==> src/hdl/rxsd_regs.svh <==
// Purpose: Register offsets, field positions and reset values
// Assumes: Included by the receive SERDES control files
// Notes:   Definitions only
`ifndef RXSD_REGS_SVH
`define RXSD_REGS_SVH

`define RXSD_ADDR_CTL      6'h06
`define RXSD_ADDR_IEN      6'h07
`define RXSD_ADDR_STAT     6'h08
`define RXSD_ADDR_DATA_A   6'h09
`define RXSD_ADDR_DATA_B   6'h0B
`define RXSD_CTL_RESET     8'h03
`define RXSD_IEN_RESET     8'h00
`define RXSD_CTL_SERDES    3
`define RXSD_CTL_LEN_HI    2
`define RXSD_CTL_RSVD_MASK 8'h0F
`define RXSD_SPI_WR_BIT    7
`define RXSD_BYTE_BITS     4'h8

`endif

==> src/hdl/rxsd_pkg.sv <==
// Purpose: Shared types of the receive SERDES control block
// Assumes: Nothing
// Notes:   Offsets live in rxsd_regs.svh
package rxsd_pkg;
  typedef logic [7:0] rxsd_byte_t;
  typedef logic [2:0] rxsd_len_t;
  typedef enum logic [1:0]
  {
    SP_IDLE = 2'b00,
    SP_ADDR = 2'b01,
    SP_DATA = 2'b11
  } rxsd_spi_t;
endpackage : rxsd_pkg

==> src/hdl/rxsd_chan_if.sv <==
// Purpose: Carrier between the control top and one receive channel
// Assumes: Single clock domain
// Notes:   One instance per channel
`timescale 1ns/1ps
interface rxsd_chan_if;
  import rxsd_pkg::*;
  logic       bit_stb;
  logic       bit_valid;
  logic       bit_data;
  rxsd_len_t  eof_len;
  logic       serdes_en;
  logic       load;
  rxsd_byte_t load_byte;
  logic       load_all_valid;
  logic       eof;
  modport top  (output bit_stb, bit_valid, bit_data, eof_len, serdes_en,
                input load, load_byte, load_all_valid, eof);
  modport chan (input bit_stb, bit_valid, bit_data, eof_len, serdes_en,
                output load, load_byte, load_all_valid, eof);
endinterface : rxsd_chan_if

==> src/hdl/rxsd_chan.sv <==
// Purpose: Bit assembly and end-of-frame detection for one channel
// Assumes: bit_stb pulses once per bit time
// Notes:   load and eof are one-cycle pulses
`timescale 1ns/1ps
`include "rxsd_regs.svh"
module rxsd_chan
  import rxsd_pkg::*;
(
  // Clock and reset
  input  wire logic ref_clk,
  input  wire logic srst,
  // Channel carrier
  rxsd_chan_if.chan ch
);
  rxsd_byte_t sh_q;
  logic [3:0] nbits_q;
  logic [3:0] inv_q;
  logic       seen_q;
  logic [3:0] inv_d;
  logic       byte_done;
  logic       eof_hit;

  assign inv_d     = inv_q + 4'h1;
  assign byte_done = ch.bit_stb && ch.bit_valid && (nbits_q == `RXSD_BYTE_BITS - 4'h1);
  // Count of invalid bits must exceed the length
  assign eof_hit   = ch.bit_stb && !ch.bit_valid && seen_q
                     && (inv_d > {1'b0, ch.eof_len});

  always_ff @(posedge ref_clk)
  begin
    if (srst)
    begin
      seen_q <= 1'b0;
      inv_q  <= 4'h0;
    end
    else if (ch.bit_stb)
    begin
      if (ch.bit_valid)
      begin
        seen_q <= 1'b1;
        inv_q  <= 4'h0;
      end
      else if (eof_hit)
      begin
        seen_q <= 1'b0;
        inv_q  <= 4'h0;
      end
      else if (seen_q)
        inv_q <= inv_d;
    end
  end

  always_ff @(posedge ref_clk)
  begin
    if (srst)
    begin
      sh_q    <= 8'h00;
      nbits_q <= 4'h0;
    end
    else if (byte_done || eof_hit)
      nbits_q <= 4'h0;
    else if (ch.bit_stb && ch.bit_valid)
    begin
      sh_q    <= {sh_q[6:0], ch.bit_data};
      nbits_q <= nbits_q + 4'h1;
    end
  end

  // Bit-serial mode bypasses the data registers entirely
  always_ff @(posedge ref_clk)
  begin
    if (srst)
    begin
      ch.load           <= 1'b0;
      ch.load_byte      <= 8'h00;
      ch.load_all_valid <= 1'b0;
      ch.eof            <= 1'b0;
    end
    else
    begin
      ch.eof  <= eof_hit;
      ch.load <= ch.serdes_en && (byte_done || (eof_hit && nbits_q != 4'h0));
      if (byte_done)
      begin
        ch.load_byte      <= {sh_q[6:0], ch.bit_data};
        ch.load_all_valid <= 1'b1;
      end
      else if (eof_hit)
      begin
        ch.load_byte      <= sh_q;
        ch.load_all_valid <= 1'b0;
      end
    end
  end

  a_eof_after_valid: assert property (@(posedge ref_clk) disable iff (srst)
    eof_hit |-> seen_q) else $error("end of frame without a valid bit");
  a_eof_len_zero: assert property (@(posedge ref_clk) disable iff (srst)
    (ch.bit_stb && !ch.bit_valid && seen_q && ch.eof_len == 3'h0) |=> ch.eof)
    else $error("zero length did not end frame at first invalid bit");
  a_eof_too_early: assert property (@(posedge ref_clk) disable iff (srst)
    eof_hit |-> inv_q >= {1'b0, ch.eof_len})
    else $error("end of frame before length expired");
  c_eof_seen: cover property (@(posedge ref_clk) ch.eof && ch.load);
endmodule : rxsd_chan

==> src/hdl/rxsd_top.sv <==
// Purpose: Receive SERDES control, end-of-frame and interrupt enables
// Assumes: SPI pins are synchronous to ref_clk, mode 0, MSB first
// Notes:   Frame = command byte {wr, x, addr[5:0]} then one data byte
`timescale 1ns/1ps
`include "rxsd_regs.svh"
// Function
// - Control bit 3 set selects byte-wide SERDES, clear selects bit-serial mode.
// - With SERDES on, payload moves a byte at a time through the data registers.
// - In bit-serial mode channel A data moves one bit at a time on the data and valid pins.
// - Control bits 2:0 set the tolerated run of invalid bit times before end of frame.
// - End of frame only after a valid bit and when invalid count exceeds the length.
// - Length zero ends the frame at the first invalid bit after valid data.
// - With SERDES on, end of frame moves pending data into the channel data register.
// - Enable bit 7 gates channel B underflow, a read of an empty data register.
// - Enable bit 6 gates channel B overflow, a load over unread data.
// - Enable bit 5 gates channel B end-of-frame interrupt while pending.
// - Reading the status register clears pending end-of-frame.
// - Enable bit 4 gates channel B full, raised on every load into its data register.
// - Enable bits 3 to 0 gate channel A underflow, overflow, end of frame and full.
// - Flow violation flag shows overflow or underflow and clears on status read.
module rxsd_top
  import rxsd_pkg::*;
(
  // Clock and reset
  input  wire logic ref_clk,
  input  wire logic srst,
  // SPI register port
  input  wire logic spi_sck,
  input  wire logic spi_mosi,
  input  wire logic spi_ss_n,
  output logic      spi_miso,
  // Receiver bit stream, channels A and B
  input  wire logic [1:0] rx_bit_stb,
  input  wire logic [1:0] rx_bit_valid,
  input  wire logic [1:0] rx_bit_data,
  // Bit-serial pins, channel A
  output logic      serial_data_pin,
  output logic      serial_data_valid_pin,
  // Interrupt
  output logic      irq
);
  rxsd_byte_t  ctl_q;
  rxsd_byte_t  ien_q;
  rxsd_byte_t  data_q [2];
  logic [1:0]  full_q;
  logic [1:0]  allv_q;
  logic [1:0]  eofp_q;
  logic [1:0]  ovf_q;
  logic [1:0]  unf_q;
  rxsd_spi_t   sp_q;
  logic        sck_q;
  logic [2:0]  cnt_q;
  rxsd_byte_t  sh_q;
  rxsd_byte_t  out_q;
  logic        wr_q;
  logic [5:0]  addr_q;
  logic        rise;
  logic        fall;
  logic        byte_end;
  logic [5:0]  cmd_addr;
  logic        rd_cmd;
  logic        rd_stat;
  logic [1:0]  rd_data;
  logic [1:0]  load;
  logic [1:0]  eof;
  rxsd_byte_t  rd_val;
  rxsd_byte_t  stat;
  rxsd_byte_t  pend;

  rxsd_chan_if chif [2] ();

  genvar g;
  generate
    for (g = 0; g < 2; g++)
    begin : g_ch
      assign chif[g].bit_stb   = rx_bit_stb[g];
      assign chif[g].bit_valid = rx_bit_valid[g];
      assign chif[g].bit_data  = rx_bit_data[g];
      assign chif[g].eof_len   = ctl_q[`RXSD_CTL_LEN_HI:0];
      assign chif[g].serdes_en = ctl_q[`RXSD_CTL_SERDES];
      assign load[g]           = chif[g].load;
      assign eof[g]            = chif[g].eof;
      rxsd_chan u_chan
      (
        .ref_clk (ref_clk),
        .srst    (srst),
        .ch      (chif[g])
      );
      // Set wins over any clear in the same cycle
      always_ff @(posedge ref_clk)
      begin
        if (srst)
        begin
          data_q[g] <= 8'h00;
          full_q[g] <= 1'b0;
          allv_q[g] <= 1'b0;
          eofp_q[g] <= 1'b0;
          ovf_q[g]  <= 1'b0;
          unf_q[g]  <= 1'b0;
        end
        else
        begin
          if (load[g])
          begin
            data_q[g] <= chif[g].load_byte;
            allv_q[g] <= chif[g].load_all_valid;
          end
          full_q[g] <= load[g] || (full_q[g] && !rd_data[g]);
          eofp_q[g] <= eof[g] || (eofp_q[g] && !rd_stat);
          ovf_q[g]  <= (load[g] && full_q[g] && !rd_data[g])
                       || (ovf_q[g] && !rd_stat);
          unf_q[g]  <= (rd_data[g] && !full_q[g]) || (unf_q[g] && !rd_stat);
        end
      end
    end
  endgenerate

  // Bit-serial output mirrors channel A, host owns the timing
  always_ff @(posedge ref_clk)
  begin
    if (srst)
    begin
      serial_data_pin       <= 1'b0;
      serial_data_valid_pin <= 1'b0;
    end
    else if (!ctl_q[`RXSD_CTL_SERDES] && rx_bit_stb[0])
    begin
      serial_data_pin       <= rx_bit_data[0];
      serial_data_valid_pin <= rx_bit_valid[0];
    end
  end

  // SPI framing; sck sampled, so it must stay well below ref_clk/4
  assign rise     = spi_sck && !sck_q && !spi_ss_n;
  assign fall     = !spi_sck && sck_q && !spi_ss_n;
  assign byte_end = rise && (cnt_q == 3'h7);
  assign cmd_addr = {sh_q[4:0], spi_mosi};
  assign rd_cmd   = byte_end && (sp_q == SP_ADDR) && !sh_q[`RXSD_SPI_WR_BIT - 1];
  assign rd_stat  = rd_cmd && (cmd_addr == `RXSD_ADDR_STAT);
  assign rd_data  = {rd_cmd && (cmd_addr == `RXSD_ADDR_DATA_B),
                     rd_cmd && (cmd_addr == `RXSD_ADDR_DATA_A)};
  assign stat     = {allv_q[1], ovf_q[1] | unf_q[1], eofp_q[1], full_q[1],
                     allv_q[0], ovf_q[0] | unf_q[0], eofp_q[0], full_q[0]};

  always_comb
  begin
    case (cmd_addr)
      `RXSD_ADDR_CTL:    rd_val = ctl_q;
      `RXSD_ADDR_IEN:    rd_val = ien_q;
      `RXSD_ADDR_STAT:   rd_val = stat;
      `RXSD_ADDR_DATA_A: rd_val = data_q[0];
      `RXSD_ADDR_DATA_B: rd_val = data_q[1];
      default:           rd_val = 8'h00;
    endcase
  end

  always_ff @(posedge ref_clk)
  begin
    if (srst)
    begin
      sp_q   <= SP_IDLE;
      sck_q  <= 1'b0;
      cnt_q  <= 3'h0;
      sh_q   <= 8'h00;
      wr_q   <= 1'b0;
      addr_q <= 6'h00;
    end
    else
    begin
      sck_q <= spi_sck;
      if (spi_ss_n)
      begin
        sp_q  <= SP_IDLE;
        cnt_q <= 3'h0;
      end
      else
      begin
        if (sp_q == SP_IDLE)
          sp_q <= SP_ADDR;
        if (rise)
        begin
          sh_q  <= {sh_q[6:0], spi_mosi};
          cnt_q <= cnt_q + 3'h1;
        end
        if (byte_end && sp_q == SP_ADDR)
        begin
          // Bit 7 of the command: 1 = write
          wr_q   <= sh_q[`RXSD_SPI_WR_BIT - 1];
          addr_q <= cmd_addr;
          sp_q   <= SP_DATA;
        end
      end
    end
  end

  // Write path; reserved control bits are not stored (host writes zeros)
  always_ff @(posedge ref_clk)
  begin
    if (srst)
    begin
      ctl_q <= `RXSD_CTL_RESET;
      ien_q <= `RXSD_IEN_RESET;
    end
    else if (byte_end && sp_q == SP_DATA && wr_q)
    begin
      if (addr_q == `RXSD_ADDR_CTL)
        ctl_q <= {sh_q[6:0], spi_mosi} & `RXSD_CTL_RSVD_MASK;
      if (addr_q == `RXSD_ADDR_IEN)
        ien_q <= {sh_q[6:0], spi_mosi};
    end
  end

  // Read byte captured at command end; the fall after that rise presents bit 7,
  // so a mode 0 host sees every bit before the rise that samples it
  always_ff @(posedge ref_clk)
  begin
    if (srst)
    begin
      out_q    <= 8'h00;
      spi_miso <= 1'b0;
    end
    else if (rd_cmd)
      out_q <= rd_val;
    else if (fall && sp_q == SP_DATA)
    begin
      out_q    <= {out_q[6:0], 1'b0};
      spi_miso <= out_q[7];
    end
  end

  assign pend = {unf_q[1], ovf_q[1], eofp_q[1], full_q[1],
                 unf_q[0], ovf_q[0], eofp_q[0], full_q[0]};

  always_ff @(posedge ref_clk)
  begin
    if (srst)
      irq <= 1'b0;
    else
      irq <= |(pend & ien_q);
  end

  a_irq_follows: assert property (@(posedge ref_clk) disable iff (srst)
    ##1 irq == |($past(pend) & $past(ien_q))) else $error("irq mismatch");
  a_stat_clears_eof: assert property (@(posedge ref_clk) disable iff (srst)
    (rd_stat && !eof[1]) |=> !eofp_q[1]) else $error("eof B not cleared");
  a_overflow_set: assert property (@(posedge ref_clk) disable iff (srst)
    (load[1] && full_q[1] && !rd_data[1]) |=> ovf_q[1] && stat[6])
    else $error("overflow B missed");
  a_underflow_set: assert property (@(posedge ref_clk) disable iff (srst)
    (rd_data[0] && !full_q[0]) |=> unf_q[0] && stat[2])
    else $error("underflow A missed");
  a_full_on_load: assert property (@(posedge ref_clk) disable iff (srst)
    load[1] |=> full_q[1] && stat[4]) else $error("full B missed");
  a_serial_no_load: assert property (@(posedge ref_clk) disable iff (srst)
    !ctl_q[`RXSD_CTL_SERDES] && !$past(ctl_q[`RXSD_CTL_SERDES]) |-> load == 2'b00)
    else $error("load in bit-serial mode");
  a_eof_en_gate: assert property (@(posedge ref_clk) disable iff (srst)
    (eofp_q[1] && ien_q[5]) |=> irq) else $error("eof B irq missing");
  a_reserved_zero: assert property (@(posedge ref_clk) disable iff (srst)
    ctl_q[7:4] == 4'h0) else $error("reserved control bits set");
  c_eof_irq: cover property (@(posedge ref_clk) eofp_q[0] && irq);
  c_overflow: cover property (@(posedge ref_clk) ovf_q[1]);
  c_serial: cover property (@(posedge ref_clk) serial_data_valid_pin ##1 !serial_data_valid_pin);
endmodule : rxsd_top

==> config.mk <==
export PLATFORM = sky130hd
export DESIGN_NAME = rxsd_top
export DESIGN_NICKNAME = d
export VERILOG_FILES = /design/src/hdl/rxsd_pkg.sv /design/src/hdl/rxsd_chan_if.sv /design/src/hdl/rxsd_chan.sv /design/src/hdl/rxsd_top.sv
export VERILOG_INCLUDE_DIRS = /design/src /design/src/hdl
export SDC_FILE = /design/constraint.sdc
export NUM_CORES = 1
export LEC_CHECK = 0
export ABC_AREA = 1
export BUFFER_PORTS_ARGS = -buffer_cell sky130_fd_sc_hd__buf_2
export CAP_MARGIN = 20
export CORE_MARGIN = 1.5
export CORE_UTILIZATION = 42
export DETAILED_ROUTE_END_ITERATION = 12
export GPL_ROUTABILITY_DRIVEN = 0
export PLACE_DENSITY = 0.69
export SETUP_SLACK_MARGIN = 0.15
export SYNTH_ARGS = -nofsm -noshare
export SYNTH_HDL_FRONTEND = slang
export SYNTH_SLANG_ARGS = --single-unit
==> constraint.sdc <==
create_clock -name ref_clk -period 2.8 [get_ports ref_clk]
set_clock_uncertainty 0.1 [all_clocks]
set_input_delay 0.84 -clock ref_clk [delete_from_list [all_inputs] [get_ports ref_clk]]
set_output_delay 0.84 -clock ref_clk [all_outputs]
set_load 0.005 [all_outputs]
==> flow_metrics.tcl <==
set metrics [dict create \
    status "complete, no violations" \
    grt_pass1_wl_mm 20.7 \
    via_per_inst 4.86 \
    path_buf_inv 1 \
    stdcell_count 989 \
    clk_latency_ns 0.41 \
    endpoint_kind "flop" \
    synth_area_leaders "dfxtp_1, nand2_1, nor2_1, edfxtp_1, inv_1" \
    wl_met2_mm 5.23 \
    start_util_pct 43.3 \
    die_w_um 120 \
    critPathRequiredTime_ns 3.05 \
    path_class "flop to flop" \
    area_growth_pct 14.5 \
    crit_top_cell "nand2_1" \
    first_pass_iters 5 \
    post_cts_buffers 0 \
    min_path_type "flop to flop" \
    cp_max_fo 8 \
    synthCells 782 \
    synth.avg_cell_area_um2 7.39 \
    r2r_setup_slack_ns 0.49 \
    ys_seq_elements 126 \
    clkTransAtPathRegs_ns 0.05 \
    fmax_mhz 433 \
    syn-num-nets 807 \
    grt_pass1_vias 4475 \
    antenna_cells 0 \
    pre_cts_slack_ns 0.334 \
    cts_tree "yes" \
    slowest_delay_ns 0.39 \
    pin_count 15 \
    dp_hpwl_mm 8.19 \
    crit_path_top_delay_cell "dfxtp_1" \
    relSlewSlack_pct 51.8 \
    ant_nets 0 \
    timing.final.crit_share_pct 82.5 \
    layout.nets 825 \
    peakVddDrop_mv 0.481 \
    arrival_ns 2.56 \
    design.core.area_um2 13300 \
    io_buffers 14 \
    drive_gt1_share_pct 11.2 \
    fin_ws_ns 0.490 \
    cap_viol_max_count 0 \
    h-tree-depth 4 \
    postPlaceCellArea_um2 6000 \
    synthesis.area_um2 5780 \
    synth_cell_type_count 32 \
    wl_mm 12.0 \
    hold_viol_final 0 \
    cts_hold_buf 0 \
    final_common_cell "nand2_1" \
    slew_violations 0 \
    cts_buffers 17 \
    worstRegToRegCells 12 \
    dieHeight_um 120 \
    cp-start-kind "flop" \
    drc 0 \
    drt_iter0_drc 382 \
    clkSinkCount 126 \
    post_drt_wl_per_cell_um 12.1 \
    cp_top_family "simple AND/OR/NAND/NOR gates" \
    track_usage_pct 18.0 \
    setup_viol 0 \
    p_per_area_nw_per_um2 661 \
    power_leakage_uw 0.00281 \
    cts_root_buffer "clkbuf_16" \
    cp.depth 12 \
    rows 42 \
    fin_crit_ns 2.31 \
    tightestPinTransition_ns 0.721 \
    yosysWarnings 0 \
    setup_tns_ns 0 \
    synth_top_area_share_pct 38.1 \
    grt.overflow.total 0 \
    grt_max_degree 36 \
    synth_seq_area_share_pct 46.4 \
    antenna_found_initial 0 \
    die-area_um2 14500 \
    yosys.area.top_type "dfxtp_1" \
    final_cell_mix "nand2_1, nor2_1, dfxtp_1" \
    max-clock-path-buffers 2 \
    whs_path_depth 2 \
    rsz0062_at_grt "false" \
    maxUsedRoutingLayer "met4" \
    vias 4802 \
    met3WireLength_um 477 \
    final_area_um2 6620 \
    met1_length_mm 6.03 \
    dp_cells 957 \
    crit_chain "ha_1 -> xor2_1 -> ha_1 -> a21oi_1 -> o21ai_0 -> nand2_1 -> nand2_1 -> nand2_1 -> nand3_2 -> nand2_1 -> inv_1 -> nor2_1" \
]
routing by layer:
layer  up-vias  track usage [%]
met3        20             5.00
met5         -                0
li1       2549                -
met4         0             6.40
met2        85             28.0
met1      2148             24.0
cell type report:
class	count	area (um^2)
clock inverter	14	173
tap	176	220
timing repair buffer	21	123
multi-input combinational	523	2570
clock buffer	18	429
inverter	111	417
fill	1304	6730
sequential	126	2680
report_power, final:
part	total, uW	switching [uW]	leakage (uW)	internal [uW]
Clock	2250	780	0.000296	1470
Sequential	1900	26.1	0.00106	1870
Combinational	224	152	0.00146	72.2
Total	4370	958	0.00281	3410
sequential cells by signal (all words and copies together) (netlist names), 2 cells and up:
signal                         count
addr_q                             6
allv_q                             2
cnt_q                              3
ctl_q                              4
data_q                            16
eofp_q                             2
full_q                             2
g_ch.u_chan.ch.eof                 2
g_ch.u_chan.ch.load                2
g_ch.u_chan.ch.load_all_valid      2
g_ch.u_chan.ch.load_byte          16
g_ch.u_chan.inv_q                  8
g_ch.u_chan.nbits_q                8
g_ch.u_chan.seen_q                 2
g_ch.u_chan.sh_q                  16
ien_q                              8
out_q                              8
ovf_q                              2
pend                               2
sh_q                               7
sp_q                               2
worst register-to-register path: cells and delay by family (launching register included):
kind	cells	cell delay [ns]
adder cells (fa/ha/maj)	2	0.47
flip-flops	1	0.39
AND/OR/NAND/NOR	6	0.81
buffers and inverters	1	0.05
XOR/XNOR	1	0.22
AO/OA/AOI/OAI	2	0.20
what timing repair did:
action | 4_1_cts | 5_1_grt
endpoints found under the setup margin | 0 | 19
endpoints found under the hold margin | 0 | 0
gates resized for setup | 0 | 3
final timing paths:
| check | startpoint | end |
|---|---|---|
| setup / recovery | g_ch[1].u_chan.inv_q[0]$_SDFFE_PP0P_ | g_ch[1].u_chan.sh_q[1]$_SDFFE_PP0P_ |
| hold / removal | g_ch[0].u_chan.inv_q[3]$_SDFFE_PP0P_ | g_ch[0].u_chan.inv_q[3]$_SDFFE_PP0P_ |
| setup reg to reg | g_ch[1].u_chan.inv_q[0]$_SDFFE_PP0P_ | g_ch[1].u_chan.sh_q[1]$_SDFFE_PP0P_ |
| hold reg to reg | g_ch[0].u_chan.inv_q[3]$_SDFFE_PP0P_ | g_ch[0].u_chan.inv_q[3]$_SDFFE_PP0P_ |
Yosys cell counts:
cell type,instances
nand3_2,3
a221oi_1,2
o21ai_1,21
o22ai_1,3
nand2_1,143
nor2_4,6
buf_2,7
ha_1,14
nor3_1,1
xor2_1,6
nor2_2,5
nor3b_1,2
nand2_2,5
buf_1,1
dfxtp_1,110
a21oi_2,2
or2_2,3
a21oi_1,46
nand3b_4,1
nand2_4,3
o211ai_1,2
inv_1,100
edfxtp_1,16
nor4_1,2
o21a_1,1
o21ai_0,64
nor2_1,131
nand3_1,39
clkbuf_1,10
nand4_1,18
inv_2,11
buf_6,4
per-stage QoR:
stage | power (uW) | utilization (%) | hold WS [ns]
floorplan | 2090 | - | 0.313
global placement | 2150 | 45.0 | 0.329
detailed placement | 2150 | 45.0 | 0.340
CTS | 4400 | 49.5 | 0.353
global route | 4530 | 49.6 | 0.369
finish | 4370 | 49.6 | 0.352
cell families after synthesis:
family                   count (synthesis)  synth area share (%)
AND/OR/NAND/NOR                        362                  27.7
AO/OA/AOI/OAI                          141                  12.7
buffers and inverters                  133                  9.31
flip-flops                             126                  46.4
adder cells (fa/ha/maj)                 14                  3.03
XOR/XNOR                                 6                 0.909
Power figures use the tool's default switching activity.
